<file path="src/hw/eahb_map.vh">
`ifndef EAHB_MAP_VH
`define EAHB_MAP_VH

// Transfer type encodings
`define EAHB_TR_IDLE 2'h0
`define EAHB_TR_BUSY 2'h1
`define EAHB_TR_NONSEQ 2'h2
`define EAHB_TR_SEQ 2'h3

// Slave response encodings
`define EAHB_RESP_OKAY 2'h0
`define EAHB_RESP_ERROR 2'h1

// Burst length field (burst code bits 2:1)
`define EAHB_BLEN_SINGLE 2'h0
`define EAHB_BLEN_4 2'h1
`define EAHB_BLEN_8 2'h2
`define EAHB_BLEN_16 2'h3

// Beat counts
`define EAHB_BEATS_1 5'h01
`define EAHB_BEATS_4 5'h04
`define EAHB_BEATS_8 5'h08
`define EAHB_BEATS_16 5'h10

// Meaningful address width on the pins
`define EAHB_ADDR_BITS 20

// Strap lines on port two data bus and capture delay after reset
`define EAHB_STRAP_BITS 29
`define EAHB_STRAP_WAIT 2'h3

// Synchronised pin bundle layout per port
`define EAHB_SY_W 37
`define EAHB_SY_HCLK 36
`define EAHB_SY_GRANT 35
`define EAHB_SY_READY 34
`define EAHB_SY_RESP 32

`endif

</file>
<file path="src/hw/eahb_sync.v">
`timescale 1ns/1ps
`default_nettype none

// Two-flop synchroniser for pins from a foreign clock
module eahb_sync #(
  parameter W = 1
) (
  // Clock and control
  input wire clk_sys,
  input wire rst_b,
  input wire ce,
  // Data
  input wire [W-1:0] d,
  output wire [W-1:0] q
);

  reg [W-1:0] meta_r; // First stage, read only by second
  reg [W-1:0] sync_r; // Second stage, safe to use

  // Both stages freeze with the clock enable
  always @(posedge clk_sys)
  begin
    if (!rst_b)
    begin
      meta_r <= {W{1'b0}};
      sync_r <= {W{1'b0}};
    end
    else if (ce)
    begin
      meta_r <= d;
      sync_r <= meta_r;
    end
  end

  assign q = sync_r;

endmodule

`default_nettype wire

</file>
<file path="src/hw/eahb_master_ports.v">
// Operation
// - Request bus while port has work
// - Hold lock through whole locked burst
// - Own bus only on grant with ready
// - Drive 32-bit address, low 20 meaningful
// - Write direction high write, low read
// - Encode nonseq, seq, idle, busy transfers
// - Signal byte, halfword or word size
// - Support 4/8/16 incrementing or wrapping bursts
// - Drive four-bit protection with each access
// - Transfer ends only on ready high
// - Tell OKAY from ERROR response
// - Each port runs off its own bus clock
// - Port two low 29 data lines are straps
// - Port two has response and 32-bit data
`timescale 1ns/1ps
`default_nettype none
`include "eahb_map.vh"

module eahb_master_ports #(
  parameter ADDR_BITS = `EAHB_ADDR_BITS,
  parameter STRAP_BITS = `EAHB_STRAP_BITS
) (
  // System
  input wire clk_sys,
  input wire rst_b,
  input wire ce,
  // Port one command side
  input wire port_one_cmd_valid,
  output wire port_one_cmd_ready,
  input wire port_one_cmd_write,
  input wire [31:0] port_one_cmd_addr,
  input wire [1:0] port_one_cmd_size,
  input wire [2:0] port_one_cmd_burst,
  input wire [3:0] port_one_cmd_prot,
  input wire port_one_cmd_lock,
  input wire port_one_wd_valid,
  input wire [31:0] port_one_wd_data,
  output wire port_one_wd_take,
  output wire port_one_rd_valid,
  output wire [31:0] port_one_rd_data,
  output wire port_one_done,
  output wire port_one_err,
  // Port one pins
  input wire port_one_hclk,
  output wire port_one_hbusreq,
  output wire port_one_hlock,
  input wire port_one_hgrant,
  input wire port_one_hready,
  input wire [1:0] port_one_hresp,
  output wire [31:0] port_one_haddr,
  output wire port_one_hwrite,
  output wire [1:0] port_one_htrans,
  output wire [1:0] port_one_hsize,
  output wire [2:0] port_one_hburst,
  output wire [3:0] port_one_hprot,
  output wire port_one_hctl_oe,
  output wire [31:0] port_one_hwdata_o,
  input wire [31:0] port_one_hwdata_i,
  output wire port_one_hwdata_oe,
  // Port two command side
  input wire port_two_cmd_valid,
  output wire port_two_cmd_ready,
  input wire port_two_cmd_write,
  input wire [31:0] port_two_cmd_addr,
  input wire [1:0] port_two_cmd_size,
  input wire [2:0] port_two_cmd_burst,
  input wire [3:0] port_two_cmd_prot,
  input wire port_two_cmd_lock,
  input wire port_two_wd_valid,
  input wire [31:0] port_two_wd_data,
  output wire port_two_wd_take,
  output wire port_two_rd_valid,
  output wire [31:0] port_two_rd_data,
  output wire port_two_done,
  output wire port_two_err,
  // Port two pins
  input wire port_two_hclk,
  output wire port_two_hbusreq,
  output wire port_two_hlock,
  input wire port_two_hgrant,
  input wire port_two_hready,
  input wire [1:0] port_two_hresp,
  output wire [31:0] port_two_haddr,
  output wire port_two_hwrite,
  output wire [1:0] port_two_htrans,
  output wire [1:0] port_two_hsize,
  output wire [2:0] port_two_hburst,
  output wire [3:0] port_two_hprot,
  output wire port_two_hctl_oe,
  output wire [31:0] port_two_hwdata_o,
  input wire [31:0] port_two_hwdata_i,
  output wire port_two_hwdata_oe,
  // Configuration straps
  output wire [STRAP_BITS-1:0] config_strap_inputs,
  output wire config_strap_valid
);

  localparam ST_IDLE = 1'b0; // No work
  localparam ST_XFER = 1'b1; // Requesting or moving beats

  // Inputs packed per port, port one in the low slice
  wire [1:0] cmd_valid_a = {port_two_cmd_valid, port_one_cmd_valid};
  wire [1:0] cmd_write_a = {port_two_cmd_write, port_one_cmd_write};
  wire [63:0] cmd_addr_a = {port_two_cmd_addr, port_one_cmd_addr};
  wire [3:0] cmd_size_a = {port_two_cmd_size, port_one_cmd_size};
  wire [5:0] cmd_burst_a = {port_two_cmd_burst, port_one_cmd_burst};
  wire [7:0] cmd_prot_a = {port_two_cmd_prot, port_one_cmd_prot};
  wire [1:0] cmd_lock_a = {port_two_cmd_lock, port_one_cmd_lock};
  wire [1:0] wd_valid_a = {port_two_wd_valid, port_one_wd_valid};
  wire [63:0] wd_data_a = {port_two_wd_data, port_one_wd_data};
  wire [1:0] hclk_a = {port_two_hclk, port_one_hclk};
  wire [1:0] hgrant_a = {port_two_hgrant, port_one_hgrant};
  wire [1:0] hready_a = {port_two_hready, port_one_hready};
  wire [3:0] hresp_a = {port_two_hresp, port_one_hresp};
  wire [63:0] hrdata_a = {port_two_hwdata_i, port_one_hwdata_i};

  // Outputs packed per port
  wire [1:0] cmd_ready_a;
  wire [1:0] wd_take_a;
  wire [1:0] rd_valid_a;
  wire [63:0] rd_data_a;
  wire [1:0] done_a;
  wire [1:0] err_a;
  wire [1:0] hbusreq_a;
  wire [1:0] hlock_a;
  wire [63:0] haddr_a;
  wire [1:0] hwrite_a;
  wire [3:0] htrans_a;
  wire [3:0] hsize_a;
  wire [5:0] hburst_a;
  wire [7:0] hprot_a;
  wire [1:0] hctl_oe_a;
  wire [63:0] hwdata_a;
  wire [1:0] hwdata_oe_a;

  // Synchronised pin bundles of both ports
  wire [2*`EAHB_SY_W-1:0] sy_a;

  // Strap capture state
  reg [STRAP_BITS-1:0] strap_r; // Captured configuration
  reg strap_done_r; // Straps taken, port two may drive data
  reg [1:0] strap_cnt_r; // Waits for synchroniser to fill

  // Port one never carries straps
  wire [1:0] data_ok_a = {strap_done_r, 1'b1};

  genvar g;
  generate
    for (g = 0; g < 2; g = g + 1)
    begin : port
      // Per-port control and data registers
      reg st_r; // Idle or busy
      reg own_r; // Address and control bus is ours
      reg seqok_r; // A beat already went out in this tenure
      reg [31:0] addr_r; // Address of beat on offer
      reg [4:0] left_r; // Beats still to issue
      reg [1:0] trans_r; // Transfer type driven
      reg write_r; // Direction of burst
      reg [1:0] size_r; // Beat size
      reg [2:0] burst_r; // Burst code
      reg [3:0] prot_r; // Protection code
      reg lock_r; // Locked burst
      reg have_r; // Write data for beat on offer is held
      reg [31:0] pre_r; // Write data for beat on offer
      reg [31:0] hwdata_r; // Write data in data phase
      reg dph_act_r; // A data phase is running
      reg dph_write_r; // Running data phase is a write
      reg [31:0] rdata_r; // Last read beat
      reg rdv_r; // Read beat pulse
      reg done_r; // Burst end pulse
      reg err_r; // Error seen in last burst
      reg take_r; // Write data taken pulse
      reg [`EAHB_SY_W-1:0] smp_r; // Pin bundle one cycle back

      // Bus clock and bus inputs reach logic only through two flops
      eahb_sync #(.W(`EAHB_SY_W)) u_sync (
        .clk_sys(clk_sys),
        .rst_b(rst_b),
        .ce(ce),
        .d({hclk_a[g], hgrant_a[g], hready_a[g], hresp_a[g*2 +: 2], hrdata_a[g*32 +: 32]}),
        .q(sy_a[g*`EAHB_SY_W +: `EAHB_SY_W])
      );

      wire [`EAHB_SY_W-1:0] sy = sy_a[g*`EAHB_SY_W +: `EAHB_SY_W];
      wire hclk_s = sy[`EAHB_SY_HCLK];
      // Slave pins change just after the edge, so use the sample from before it
      wire grant_s = smp_r[`EAHB_SY_GRANT];
      wire ready_s = smp_r[`EAHB_SY_READY];
      wire [1:0] resp_s = smp_r[`EAHB_SY_RESP +: 2];
      wire [31:0] rd_s = smp_r[31:0];

      // Rising bus clock edge seen in the fabric domain
      wire edge_w = hclk_s & ~smp_r[`EAHB_SY_HCLK];

      // Burst length and wrap boundary
      wire [4:0] beats_w = (burst_r[2:1] == `EAHB_BLEN_SINGLE) ? `EAHB_BEATS_1 : `EAHB_BEATS_4 << (burst_r[2:1] - 2'h1);
      wire [4:0] cmd_beats_w = (cmd_burst_a[g*3+1 +: 2] == `EAHB_BLEN_SINGLE) ? `EAHB_BEATS_1 :
                               `EAHB_BEATS_4 << (cmd_burst_a[g*3+1 +: 2] - 2'h1);
      wire wrap_w = ~burst_r[0] & (burst_r[2:1] != `EAHB_BLEN_SINGLE);
      wire [31:0] step_w = 32'h1 << size_r;
      wire [31:0] mask_w = ({27'h0, beats_w} << size_r) - 32'h1;
      wire [31:0] inc_w = addr_r + step_w;
      wire [31:0] next_addr_w = wrap_w ? ((addr_r & ~mask_w) | (inc_w & mask_w)) : inc_w;

      // Beat accepted on a ready edge while we own the bus
      wire acc_w = own_r & ((trans_r == `EAHB_TR_NONSEQ) | (trans_r == `EAHB_TR_SEQ));
      wire [4:0] left_n = acc_w ? left_r - 5'h1 : left_r;
      wire have_n = have_r & ~acc_w;
      // Ownership starts only when grant and ready are both high
      wire seq_n = grant_s & own_r & (acc_w | seqok_r);
      wire present_w = grant_s & (left_n != 5'h0) & (st_r == ST_XFER);
      wire can_w = ~write_r | have_n | wd_valid_a[g];
      wire take_w = write_r & ~have_n & wd_valid_a[g];

      // Writes need their first beat of data before the command is taken
      wire cmd_ok_w = (st_r == ST_IDLE) & (~cmd_write_a[g] | wd_valid_a[g]);
      wire cmd_go_w = ce & cmd_valid_a[g] & cmd_ok_w;

      // Main sequencer, advanced on bus clock edges
      always @(posedge clk_sys)
      begin
        if (!rst_b)
        begin
          st_r <= ST_IDLE;
          own_r <= 1'b0;
          seqok_r <= 1'b0;
          addr_r <= 32'h0;
          left_r <= 5'h0;
          trans_r <= `EAHB_TR_IDLE;
          write_r <= 1'b0;
          size_r <= 2'h0;
          burst_r <= 3'h0;
          prot_r <= 4'h0;
          lock_r <= 1'b0;
          have_r <= 1'b0;
          pre_r <= 32'h0;
          hwdata_r <= 32'h0;
          dph_act_r <= 1'b0;
          dph_write_r <= 1'b0;
          rdata_r <= 32'h0;
          rdv_r <= 1'b0;
          done_r <= 1'b0;
          err_r <= 1'b0;
          take_r <= 1'b0;
          smp_r <= {`EAHB_SY_W{1'b0}};
        end
        else if (ce)
        begin
          // Pulses last one fabric cycle
          rdv_r <= 1'b0;
          done_r <= 1'b0;
          take_r <= 1'b0;
          smp_r <= sy;
          if (edge_w && ready_s)
          begin
            // Ownership follows grant at every ready edge
            own_r <= grant_s;
            seqok_r <= seq_n;
            // Close the running data phase
            if (dph_act_r)
            begin
              if (!dph_write_r)
              begin
                rdata_r <= rd_s;
                rdv_r <= 1'b1;
              end
              if (resp_s == `EAHB_RESP_ERROR)
                err_r <= 1'b1;
            end
            dph_act_r <= acc_w;
            dph_write_r <= write_r;
            if (acc_w)
            begin
              addr_r <= next_addr_w;
              hwdata_r <= pre_r;
              left_r <= left_n;
            end
            have_r <= have_n;
            // Choose what to offer next
            if (present_w && can_w)
            begin
              trans_r <= seq_n ? `EAHB_TR_SEQ : `EAHB_TR_NONSEQ;
              if (take_w)
              begin
                pre_r <= wd_data_a[g*32 +: 32];
                have_r <= 1'b1;
                take_r <= 1'b1;
              end
            end
            else if (present_w)
              trans_r <= seq_n ? `EAHB_TR_BUSY : `EAHB_TR_IDLE; // Waiting on write data
            else
              trans_r <= `EAHB_TR_IDLE;
            // Burst ends when its last data phase closes
            if ((st_r == ST_XFER) && dph_act_r && !acc_w && (left_n == 5'h0))
            begin
              st_r <= ST_IDLE;
              done_r <= 1'b1;
            end
          end
          else if (edge_w && dph_act_r && (resp_s == `EAHB_RESP_ERROR))
          begin
            // First error cycle: cancel the rest of the burst
            trans_r <= `EAHB_TR_IDLE;
            left_r <= 5'h0;
          end
          // New command, wins over edge updates of the same fields
          if (cmd_go_w)
          begin
            st_r <= ST_XFER;
            addr_r <= cmd_addr_a[g*32 +: 32];
            left_r <= cmd_beats_w;
            write_r <= cmd_write_a[g];
            size_r <= cmd_size_a[g*2 +: 2];
            burst_r <= cmd_burst_a[g*3 +: 3];
            prot_r <= cmd_prot_a[g*4 +: 4];
            lock_r <= cmd_lock_a[g];
            err_r <= 1'b0;
            have_r <= cmd_write_a[g];
            pre_r <= wd_data_a[g*32 +: 32];
            take_r <= cmd_write_a[g];
          end
        end
      end

      // Command side
      assign cmd_ready_a[g] = ce & cmd_ok_w;
      assign wd_take_a[g] = take_r;
      assign rd_valid_a[g] = rdv_r;
      assign rd_data_a[g*32 +: 32] = rdata_r;
      assign done_a[g] = done_r;
      assign err_a[g] = err_r;
      // Pin side
      assign hbusreq_a[g] = (st_r == ST_XFER);
      assign hlock_a[g] = lock_r & (st_r == ST_XFER);
      assign haddr_a[g*32 +: 32] = {{(32-ADDR_BITS){1'b0}}, addr_r[ADDR_BITS-1:0]};
      assign hwrite_a[g] = write_r;
      assign htrans_a[g*2 +: 2] = trans_r;
      assign hsize_a[g*2 +: 2] = size_r;
      assign hburst_a[g*3 +: 3] = burst_r;
      assign hprot_a[g*4 +: 4] = prot_r;
      assign hctl_oe_a[g] = own_r;
      assign hwdata_a[g*32 +: 32] = hwdata_r;
      assign hwdata_oe_a[g] = dph_act_r & dph_write_r & data_ok_a[g];
    end
  endgenerate

  // Straps sampled once the synchroniser has filled after reset
  always @(posedge clk_sys)
  begin
    if (!rst_b)
    begin
      strap_r <= {STRAP_BITS{1'b0}};
      strap_done_r <= 1'b0;
      strap_cnt_r <= 2'h0;
    end
    else if (ce && !strap_done_r)
    begin
      if (strap_cnt_r == `EAHB_STRAP_WAIT)
      begin
        strap_r <= sy_a[`EAHB_SY_W +: STRAP_BITS];
        strap_done_r <= 1'b1;
      end
      else
        strap_cnt_r <= strap_cnt_r + 2'h1;
    end
  end

  assign config_strap_inputs = strap_r;
  assign config_strap_valid = strap_done_r;

  // Unpack outputs
  assign port_one_cmd_ready = cmd_ready_a[0];
  assign port_one_wd_take = wd_take_a[0];
  assign port_one_rd_valid = rd_valid_a[0];
  assign port_one_rd_data = rd_data_a[31:0];
  assign port_one_done = done_a[0];
  assign port_one_err = err_a[0];
  assign port_one_hbusreq = hbusreq_a[0];
  assign port_one_hlock = hlock_a[0];
  assign port_one_haddr = haddr_a[31:0];
  assign port_one_hwrite = hwrite_a[0];
  assign port_one_htrans = htrans_a[1:0];
  assign port_one_hsize = hsize_a[1:0];
  assign port_one_hburst = hburst_a[2:0];
  assign port_one_hprot = hprot_a[3:0];
  assign port_one_hctl_oe = hctl_oe_a[0];
  assign port_one_hwdata_o = hwdata_a[31:0];
  assign port_one_hwdata_oe = hwdata_oe_a[0];
  assign port_two_cmd_ready = cmd_ready_a[1];
  assign port_two_wd_take = wd_take_a[1];
  assign port_two_rd_valid = rd_valid_a[1];
  assign port_two_rd_data = rd_data_a[63:32];
  assign port_two_done = done_a[1];
  assign port_two_err = err_a[1];
  assign port_two_hbusreq = hbusreq_a[1];
  assign port_two_hlock = hlock_a[1];
  assign port_two_haddr = haddr_a[63:32];
  assign port_two_hwrite = hwrite_a[1];
  assign port_two_htrans = htrans_a[3:2];
  assign port_two_hsize = hsize_a[3:2];
  assign port_two_hburst = hburst_a[5:3];
  assign port_two_hprot = hprot_a[7:4];
  assign port_two_hctl_oe = hctl_oe_a[1];
  assign port_two_hwdata_o = hwdata_a[63:32];
  assign port_two_hwdata_oe = hwdata_oe_a[1];

endmodule

`default_nettype wire

</file>
<file path="config.mk">
export PLATFORM = sky130hd
export DESIGN_NAME = eahb_master_ports
export DESIGN_NICKNAME = d
export VERILOG_FILES = /design/src/hw/eahb_sync.v /design/src/hw/eahb_master_ports.v
export VERILOG_INCLUDE_DIRS = /design/src /design/src/hw
export SDC_FILE = /design/constraint.sdc
export NUM_CORES = 1
export LEC_CHECK = 0
export BUFFER_PORTS_ARGS = -buffer_cell sky130_fd_sc_hd__buf_2
export CORE_MARGIN = 1
export CORE_UTILIZATION = 54
export CTS_CLUSTER_SIZE = 40
export DETAILED_ROUTE_END_ITERATION = 8
export GPL_ROUTABILITY_DRIVEN = 0
export PLACE_DENSITY = 0.78
export RECOVER_POWER = 50
export SKIP_LAST_GASP = 1
export SLEW_MARGIN = 0
export SYNTH_ARGS = -nofsm -noshare
export SYNTH_HDL_FRONTEND = slang
export SYNTH_SLANG_ARGS = --single-unit
</file>
<file path="constraint.sdc">
create_clock -name clk_sys -period 3.5 [get_ports clk_sys]
set_clock_uncertainty 0.2 [all_clocks]
set_input_delay 0 -clock clk_sys [delete_from_list [all_inputs] [get_ports clk_sys]]
set_output_delay 0 -clock clk_sys [all_outputs]
set_load 0.1 [all_outputs]
</file>
-- Word level (Yosys, flattened, before mapping)
Index checks and enable logic that the tools add are counted.
- add/subtract/negate cells: 11
- multiply operators: 0
- div/mod/pow operators: 0
- order comparisons: 0
- equal/unequal tests: 9
- shift-type cells: 8
- muxes and demuxes: 82
- bitwise operators: 68
- reductions and logical operators: 70
- operator list (operator ; count):
    $mux 32 ; 16
    $and 32x32->32 ; 4
    $mux 5 ; 14
    $add 32x32->32 ; 2
    $not 32->32 ; 2
    $or 32x32->32 ; 2
    $shl 1x2->32 const A ; 2
    $shl 5x2->32 ; 2
    $sub 32x1->32 const B ; 2
    $mux 1 ; 46
    $reduce_bool 2->1 ; 18
    $and 1x1->1 ; 33
    $reduce_and 3->1 ; 8
    $reduce_and 4->1 ; 6
    $reduce_and 2->1 ; 10
    $shl 3x2->5 const A ; 4
    $not 1->1 ; 17
    $logic_and 1x1->1 ; 15
    $mux 2 ; 6
    $eq 2x2->1 const B ; 5
    $logic_not 5->1 ; 2
    $or 1x1->1 ; 10
    $reduce_bool 5->1 ; 2
    $sub 5x1->5 const B ; 2
    7 further kinds ; 18
- flip-flop bits (word level): 566
- latch bits: 0
- RAM bits: 0
- memory bits (read-only): 0
- input port bits: 231
- output and inout port bits: 264
- word-level logic and storage cells: 299
- memories: 0

-- Logic depth before layout (Yosys ltp)
Gate-level depths: netlist (run 1).
- word-level depth: 12
- depth in mapped cells: 9
- mapped depth without buffers: 8

-- Modules after synthesis
A second synthesis (run 1) with hierarchy kept.
- cells, all modules: 2368
- area total of the unflattened synthesis: 21774.6 um^2
- by module, submodules not included (module ; instances ; cells each ; area an instance (um^2) ; sequential area each (um^2)):
    eahb_master_ports ; 1 ; 1892 ; 16171.8 ; 7887.6
    eahb_sync ; 2 ; 238 ; 2801.4 ; 1481.4

-- Least setup slack after synthesis (run 1)
No wires, ideal clock.
- kind: input -> output
- from: input port ce
- to: output port port_two_cmd_ready
- arrival time: 3.258 ns
- required time: 3.300 ns
- setup slack: 0.042 ns
- stages on the path: 5
- path buffers: 4
- cell sequence: buf_4 > clkbuf_1 > clkbuf_1 > buf_1 > nor3b_1
- cells in the longest elaborated chain, start to end: 1
- RTL lines (item ; RTL line ; RTL):
    start, declared ; eahb_master_ports.v:27 ; input wire ce,
    $and 1x1->1 ; eahb_master_ports.v:328 ; assign cmd_ready_a[g] = ce & cmd_ok_w;
    end, declared ; eahb_master_ports.v:63 ; output wire port_two_cmd_ready,
No other way between the ends.

-- Worst setup path in the final report (run 1)
- from: register port[1].left_r[0]
- to: register port[1].pre_r[29]
- cells in the longest elaborated chain, start to end: 8
- RTL lines (item ; RTL line ; RTL):
    start, declared ; eahb_master_ports.v:157 ; reg [4:0] left_r;
    start signal, assigned ; eahb_master_ports.v:277 ; left_r <= left_n;
    start signal, assigned ; eahb_master_ports.v:313 ; left_r <= cmd_beats_w;
    $sub 5x1->5 ; eahb_master_ports.v:208 ; wire [4:0] left_n = acc_w ? left_r - 5'h1 : left_r;
    $mux 5 * ; eahb_master_ports.v:208 ;
    $reduce_bool 5->1 * ; eahb_master_ports.v:212 ; wire present_w = grant_s & (left_n != 5'h0) & (st_r == ST_XFER);
    $and 1x1->1 * (2 in series) ; eahb_master_ports.v:212 ;
    $logic_and 1x1->1 * ; eahb_master_ports.v:281 ; if (present_w && can_w)
    $reduce_bool 2->1 (no line) * ; -- ;
    $reduce_and 4->1 (no line) * ; -- ;
    end signal, assigned ; eahb_master_ports.v:286 ; pre_r <= wd_data_a[g*32 +: 32];
    end signal, assigned ; eahb_master_ports.v:321 ; pre_r <= wd_data_a[g*32 +: 32];
    end, declared ; eahb_master_ports.v:165 ; reg [31:0] pre_r;
Every way passes the cells marked *; elsewhere a longest branch is shown, timed or not.
A chain may end at the register's enable or synchronous reset.

==> qor.json, run 1 <==
{
  "netlist_top_cells_count": "dfxtp_1, nand2_1, mux2i_1, nor2_1, a21oi_1",
  "holdPathStages": 4,
  "wl_per_instance_microns": 20.00,
  "outcome": "complete, but fails checks",
  "yosysTopAreaCellShare_pct": 50.45,
  "dp_hpwl_mm": 38.98,
  "die_height_microns": 201.6,
  "ff2ff_path_depth": 9,
  "pre_cts_slack_ns": 0.6225,
  "clk_pin_slew_ns": 0.07,
  "groute.usage.overall_pct": 35.58,
  "ys.flop_type": "dfxtp_1",
  "maxSlewHeadroom_pct": -15.97,
  "synth_cells": 2428,
  "area_delta_synth_final_pct": 38.74,
  "grt_overflow_total": 0,
  "clockBufferDepth": 3,
  "tritoncts_num_sinks": 542,
  "die_w_microns": 201.6,
  "final_cell_count_no_fill": 3792,
  "worstSetupPathDepth": 9,
  "worst_hold_path_type": "in2reg",
  "synth.ff_latch_count": 542,
  "start_util_pct": 55.13,
  "power.leakage_nw": 12.34,
  "stdcell_area_sq_um": 29840,
  "slack_of_the_worst_reg_to_reg_path_ns": 0.15,
  "count_of_flip_flops_with_a_built_in_enable_after_synthesis": 0,
  "syn_avg_cell_area_sq_um": 8.857,
  "yosys.cell_count.top_type": "dfxtp_1",
  "postRouteAntennaNets": 0,
  "asyncSetResetFlopFracSynth_pct": 0,
  "critPathRequiredTime_ns": 3.85,
  "dpl-instance-area_sq_um": 23800,
  "p_per_area_nw_per_um2": 487.9,
  "first_global_vias": 21870,
  "finalWorstPathRequiredPeriod_ns": 3.346,
  "number_of_slew_limit_violations_in_the_final_report": 160,
  "synth-seq-area-share_pct": 50.45,
  "clockRootBuffer": "clkbuf_16",
  "post-route-drc-count": 0,
  "total_cts_buffers": 54,
  "timing_worst_setup_path_type": "reg2reg",
  "final-hold-violation-count": 0,
  "post_cts.repair.setup_buffers": 0,
  "grt_pass1_wl_mm": 116.3,
  "yosys_warnings": 0,
  "ir_worst_vdd_mv": 0.4449,
  "fin_total_pwr_mw": 14.56,
  "final_min_period_over_clock_period_pct": 95.60,
  "mappedNetlistArea_sq_um": 21510,
  "design.die.area_sq_um": 40630,
  "crit_family": "buffers and inverters",
  "cap_violations": 1,
  "yosys_cell_types": 74,
  "worst_path_max_delay_cell": "dlygate4sd3_1",
  "port_buffers": 446,
  "crit_chain": "inv_1 > ha_1 > nor3b_1 > nand4_1 > a311o_4 > a31oi_4 > buf_8 > mux2i_1 > dlygate4sd3_1",
  "final_util_pct": 76.49,
  "dp_cells": 3248,
  "worst_ep_arrival_time_ns": 3.69,
  "clock_tree.htree_level_count": 2,
  "insertion_delay_ns": 0.60,
  "setup_viol_count_final": 0,
  "synth.largest_area_cell": "dfxtp_1",
  "synth_area_leaders": "dfxtp_1, mux2i_1, nand2_1",
  "setup-tns-final_ns": 0,
  "clock_tree_from_tritoncts": "done",
  "category_of_the_worst_setup_path_capture_point": "flip-flop",
  "achievable-frequency_mhz": 298.9,
  "std_cell_rows": 72,
  "antenna_found_initial": 11,
  "layout.nets": 3470,
  "detail_route.iter0.violations": 1786,
  "detail_route.first_pass.iterations": 6,
  "whs_ns": 0.005069,
  "core_area_sq_um": 39010,
  "violations": "max-capacitance violations, max-slew violations",
  "cp_num_buf_inv": 3,
  "finalWorstSetupSlack_ns": 0.1541,
  "viasPerCell": 5.699,
  "drive_above_1_share_pct": 10.67,
  "cp_max_fo": 32,
  "worst-slew-pin-transition_ns": 1.740,
  "detailroute.via_count": 21610,
  "floorplan.io_pins": 495,
  "totalWireLength_mm": 75.84,
  "start_kind": "flip-flop",
  "rsz0062_at_grt": "no",
  "critPathMaxStageDelay_ns": 0.59,
  "maximum_number_of_pins_on_one_net_before_global_route_repair": 161
}
==> timing repair <==
| action | in CTS | in global routing |
|---|---|---|
| endpoints found under the hold margin | 249 | 0 |
| endpoints found under the setup margin | 0 | 17 |
| hold buffers | 435 | 0 |
| resized for setup | 0 | 7 |
==> power breakdown <==
group          switching (mW)  internal, mW
registers               0.162          6.35
logic                    1.07         0.691
clock network            2.53          3.75
total                    3.76          10.8
==> tightest hold or removal path, delay by kind of cell <==
family	cells	cell delay, ns
buffers and inverters	2	0.65
muxes	1	0.05
and+or+nand+nor	1	0.05
==> cell usage in the layout (no fill, tap or decap), types with 5 or more instances in the layout <==
cell type | Yosys | final
nor3b_1 | 5 | 5
nand2_1 | 539 | 539
and3_1 | 13 | 13
diode_2 | 0 | 12
nor2_1 | 271 | 268
nand4b_1 | 5 | 5
o21ai_0 | 44 | 44
xor2_1 | 5 | 5
and2_1 | 11 | 11
a31oi_1 | 11 | 11
a21o_1 | 5 | 5
nand4_1 | 11 | 11
dlygate4sd3_1 | 2 | 435
nor3_1 | 16 | 16
bufinv_16 | 0 | 9
buf_4 | 30 | 21
clkbuf_1 | 119 | 244
inv_1 | 20 | 19
buf_2 | 20 | 205
a32oi_1 | 5 | 5
nand3b_1 | 5 | 5
ha_1 | 15 | 15
nand2b_1 | 7 | 7
clkbuf_8 | 0 | 10
dfxtp_1 | 542 | 542
clkbuf_16 | 0 | 56
conb_1 | 1 | 24
a211oi_1 | 21 | 21
nor4_1 | 15 | 15
clkinv_2 | 0 | 11
nor2b_1 | 11 | 11
nand3_1 | 17 | 17
mux2i_1 | 297 | 297
a21oi_1 | 234 | 232
o21a_1 | 5 | 5
xnor2_1 | 24 | 24
==> cells by family (layout without fill, tap and decap cells) <==
group	count (synthesis)	count (layout)	share of synthesized area, %
AOI/OAI and AO/OA	367	367	9.867
adders and majority gates	17	17	1.059
buffers and inverters	213	1024	4.713
xor gates and xnor gates	29	29	1.181
muxes	297	297	13.82
DFF	542	542	50.45
and+or+nand+nor	962	962	18.89
other	1	36	0.01744
==> area by class of cell <==
cell class	count	area [sq um]
sequential	542	10850
multi-input combinational	1696	9753
fill	2410	9170
timing repair buffer	908	6553
clock buffer	70	1533
tap	518	648.1
clock inverter	26	392.9
inverter	20	77.57
antenna	12	30.03
==> sequential cells by signal, summed over array words and instances, names as in the netlist, 10 cells and up, named ones only <==
name and flops:
port.smp_r 74, port.u_sync.meta_r 74, port.u_sync.q 74, port.pre_r 64, port_one_hwdata_o 32, port_one_rd_data 32, port_two_hwdata_o 32, port_two_rd_data 32
config_strap_inputs 29, port.left_r 10
==> routing by layer <==
metal  vias up  GRT usage, %  part of all wire, %
met1     10210         39.42                   36
met4         2         23.21                  6.7
li1       9745             -                    -
met3       390         9.605                  9.4
met2      1265         60.06                   47
met5         -             0                0.021
==> final timing paths <==
| kind | start | to |
|---|---|---|
| setup / recovery | port[1].left_r[0] | port[1].pre_r[29] |
| hold / removal | port_one_wd_data[17] | port[0].pre_r[17] |
| setup reg to reg | port[1].left_r[0] | port[1].pre_r[29] |
| hold reg to reg | port[0].smp_r[8] | port_one_rd_data[8] |
Note: power is estimated with default switching activity, not from simulation.
==> run 2, diff against run 1 <==
--- a/config.mk
+++ b/config.mk
@@ -12,6 +12,7 @@
 export CTS_CLUSTER_SIZE = 40
 export DETAILED_ROUTE_END_ITERATION = 8
 export GPL_ROUTABILITY_DRIVEN = 0
+export GPL_TIMING_DRIVEN = 0
 export PLACE_DENSITY = 0.78
 export RECOVER_POWER = 50
 export SKIP_LAST_GASP = 1
==> qor.json, run 2 (same netlist as run 1, synthesis figures left out) <==
{
  "power.share.switching": {"value": 26.83, "unit": "%", "change": "+0.98 points"},
  "grt_overflow_total": {"value": 0, "change": "unchanged"},
  "dpl-instance-area": {"value": 24470, "unit": "sq um", "change": "+2.8%"},
  "worst_ep_arrival_time": {"value": 3.86, "unit": "ns", "change": "+0.17 ns"},
  "postRouteAntennaNets": {"value": 0, "change": "unchanged"},
  "layout.cells.most_common": "dfxtp_1",
  "ff2ff_path_depth": {"value": 10, "change": "+1"},
  "cp_num_buf_inv": {"value": 4, "change": "+1"},
  "ir_worst_vdd": {"value": 0.4924, "unit": "mV", "change": "+11%"},
  "achievable-frequency": {"value": 285.5, "unit": "MHz", "change": "-4.5%"},
  "outcome": "complete, but fails checks",
  "port_buffers": {"value": 446, "change": "unchanged"},
  "stdcell_area": {"value": 29670, "unit": "sq um", "change": "-0.57%"},
  "power.leakage": {"value": 12.36, "unit": "nW", "change": "+0.21%"},
  "pwr-share-comb": {"value": 12.5, "unit": "%", "change": "+0.4 points"},
  "clock_tree.htree_level_count": {"value": 2, "change": "unchanged"},
  "crit_chain": "inv_1 > ha_1 > o21bai_1 > a211o_1 > a311o_4 > a31oi_4 > buf_4 > buf_8 > mux2i_1 > dlygate4sd3_1",
  "die_w": {"value": 201.6, "unit": "microns", "change": "unchanged"},
  "worstSetupPathDepth": {"value": 10, "change": "+1"},
  "number_of_slew_limit_violations_in_the_final_report": {"value": 1, "change": "-99%"},
  "totalWireLength": {"value": 82.72, "unit": "mm", "change": "+9.1%"},
  "setup_viol_count_final": {"value": 2, "change": "+2"},
  "detail_route.iter0.violations": {"value": 2151, "change": "+20%"},
  "pre_cts_slack": {"value": 0.3114, "unit": "ns", "change": "-0.3111 ns"},
  "clockRootBuffer": "clkbuf_16",
  "start_kind": "flip-flop",
  "detail_route.first_pass.iterations": {"value": 8, "change": "+2"},
  "dp_hpwl": {"value": 49.68, "unit": "mm", "change": "+27%"},
  "switchingPower": {"value": 3.915, "unit": "mW", "change": "+4.0%"},
  "final_cell_count_no_fill": {"value": 3880, "change": "+2.3%"},
  "wl_per_instance": {"value": 21.32, "unit": "microns", "change": "+6.6%"},
  "maximum_number_of_pins_on_one_net_before_global_route_repair": {"value": 15, "change": "-91%"},
  "n_fill_cell": {"value": 2547, "change": "+5.7%"},
  "multi_input_gate_area_in_the_final_layout": {"value": 9732, "unit": "sq um", "change": "-0.22%"},
  "sequential_cell_area": {"value": 10850, "unit": "sq um", "change": "unchanged"},
  "category_of_the_worst_setup_path_capture_point": "flip-flop",
  "antenna_found_initial": {"value": 8, "change": "-3"},
  "std_cell_rows": {"value": 72, "change": "unchanged"},
  "drive_above_1_share": {"value": 10.93, "unit": "%", "change": "+0.26 points"},
  "violations": "max-capacitance violations, max-slew violations, negative setup slack",
  "area_delta_synth_final_pct": 37.95,
  "cap_violations": {"value": 1, "change": "unchanged"},
  "layout.nets": {"value": 3560, "change": "+2.6%"},
  "first_global_vias": {"value": 22770, "change": "+4.1%"},
  "worst-slew-pin-transition": {"value": 1.824, "unit": "ns", "change": "+0.08452 ns"},
  "layout.cells.most_common_list": "dfxtp_1, nand2_1, clkbuf_1, dlygate4sd3_1, mux2i_1",
  "floorplan.io_pins": {"value": 495, "change": "unchanged"},
  "design.die.area": {"value": 40630, "unit": "sq um", "change": "unchanged"},
  "final-hold-violation-count": {"value": 0, "change": "unchanged"},
  "worst_hold_path_type": "in2reg",
  "die_height": {"value": 201.6, "unit": "microns", "change": "unchanged"},
  "p_seq_share": {"value": 44.6, "unit": "%", "change": "about the same"},
  "tritoncts_num_sinks": {"value": 542, "change": "unchanged"},
  "post-route-drc-count": {"value": 0, "change": "unchanged"},
  "start_util": {"value": 55.13, "unit": "%", "change": "unchanged"},
  "insertion_delay": {"value": 0.62, "unit": "ns", "change": "+0.02 ns"},
  "finalWorstSetupSlack": {"value": -0.002407, "unit": "ns", "change": "-0.1565 ns"},
  "clk_pin_slew": {"value": 0.07, "unit": "ns", "change": "about the same"},
  "maxSlewHeadroom": {"value": -21.09, "unit": "%", "change": "-5.1 points"},
  "power.clock.fraction": {"value": 42.9, "unit": "%", "change": "-0.2 points"},
  "core_area": {"value": 39010, "unit": "sq um", "change": "unchanged"},
  "cp_max_fo": {"value": 10, "change": "-69%"},
  "critPathRequiredTime": {"value": 3.86, "unit": "ns", "change": "about the same"},
  "clock_tree_from_tritoncts": "done",
  "worst_path_max_delay_cell": "dlygate4sd3_1",
  "viasPerCell": {"value": 5.789, "change": "+1.6%"},
  "setup-tns-final": {"value": -0.004240, "unit": "ns", "change": "-0.004240 ns"},
  "total_cts_buffers": {"value": 54, "change": "unchanged"},
  "crit_family": "compound AO/OA/AOI/OAI gates",
  "groute.usage.overall": {"value": 39.52, "unit": "%", "change": "+3.9 points"},
  "dp_cells": {"value": 3415, "change": "+5.1%"},
  "clockBufferDepth": {"value": 3, "change": "unchanged"},
  "final_min_period_over_clock_period": {"value": 100.1, "unit": "%", "change": "+4.5 points"},
  "internal_power": {"value": 10.68, "unit": "mW", "change": "-1.1%"},
  "critPathMaxStageDelay": {"value": 0.64, "unit": "ns", "change": "+0.05 ns"},
  "detailroute.via_count": {"value": 22460, "change": "+3.9%"},
  "grt_pass1_wl": {"value": 125.4, "unit": "mm", "change": "+7.8%"},
  "timing_worst_setup_path_type": "reg2reg",
  "finalWorstPathRequiredPeriod": {"value": 3.502, "unit": "ns", "change": "+0.1565 ns"},
  "holdPathStages": {"value": 4, "change": "unchanged"},
  "p_per_area": {"value": 491.9, "unit": "nW/um^2", "change": "+0.81%"}
}
## run 2: cell types whose count changed in the layout (fill, tap and decap cells not counted), moves of 2 or more
cell / previous run / this run
clkbuf_1: 244 / 373
dlygate4sd3_1: 435 / 358
buf_2: 205 / 221
buf_1: 0 / 13
buf_4: 21 / 34
diode_2: 12 / 5
dlygate4sd1_1: 0 / 6
clkinvlp_4: 0 / 4
clkbuf_2: 3 / 0
clkinv_4: 3 / 0
nor2_1: 268 / 271
nor2_2: 4 / 1
clkbuf_16: 56 / 54
inv_6: 1 / 3
## run 2: cell type report
| cell class | count | share of cell area, % |
|---|---|---|
| sequential | 542 | 36.58 |
| multi-input combinational | 1696 | 32.80 |
| timing repair buffer | 806 | 18.63 |
| clock buffer | 74 | 5.145 |
| buffer | 192 | 3.125 |
| tap | 518 | 2.185 |
| clock inverter | 27 | 1.240 |
| inverter | 20 | 0.2531 |
| antenna | 5 | 0.04218 |
## run 2: through the flow
step / util (%) / power, mW / hold WS, ns
3_5_place_dp: 62.74 / 8.046 / 0.02688
4_1_cts: 76.75 / 14.43 / 0.0003459
3_3_place_gp: 62.74 / 8.004 / 0.02284
2_1_floorplan: - / 7.622 / -0.06962
6_report: 76.05 / 14.59 / 0.006833
5_1_grt: 76.04 / 14.93 / 0.03265
## run 2: power groups by stage
stage	Sequential (mW)	Combinational, mW	Clock [mW]
3_5_place_dp	6.62	1.43	0
6_report	6.50	1.83	6.26
3_3_place_gp	6.61	1.40	0
2_1_floorplan	6.89	0.737	0
5_1_grt	6.51	1.90	6.52
4_1_cts	6.48	1.74	6.21
## run 2: timing repair
| item | in CTS | in global routing |
|---|---|---|
| hold buffers | 357 | 0 |
| setup buffers | 0 | 4 |
| setup endpoints to repair | 0 | 11 |
| gates resized for setup | 0 | 1 |
| hold endpoints to repair | 216 | 0 |
## run 2: path summary, 6_finish.rpt
check,start,slack (ns),end
worst max-delay path,port[1].left_r[0],-0.002,port[1].pre_r[16]
worst min-delay path,port_one_cmd_size[0],0.007,port_one_hsize[0]
worst max register to register,port[1].left_r[0],-0.002,port[1].pre_r[16]
worst min register to register,port[0].pre_r[14],0.25,port_one_hwdata_o[14]
## run 2: worst register-to-register path, stage by stage, from the launching register on
cell and delay [ns]:
dfxtp_1 0.47, inv_1 0.11, ha_1 0.25, o21bai_1 0.16, a211o_1 0.31, a311o_4 0.38
a31oi_4 0.32, buf_4 0.19, buf_8 0.15, mux2i_1 0.30, dlygate4sd3_1 0.64
## run 2: layer usage
metal | global-route usage [%] | share of wire [%] | routed length (microns) | vias to the layer above
met2 | 64.93 | 46 | 38290 | 1491
li1 | - | - | - | 9914
met4 | 29.65 | 7.8 | 6428 | 4
met5 | 0 | 0.034 | 28 | -
met3 | 11.86 | 10 | 8254 | 493
met1 | 43.04 | 36 | 29730 | 10560
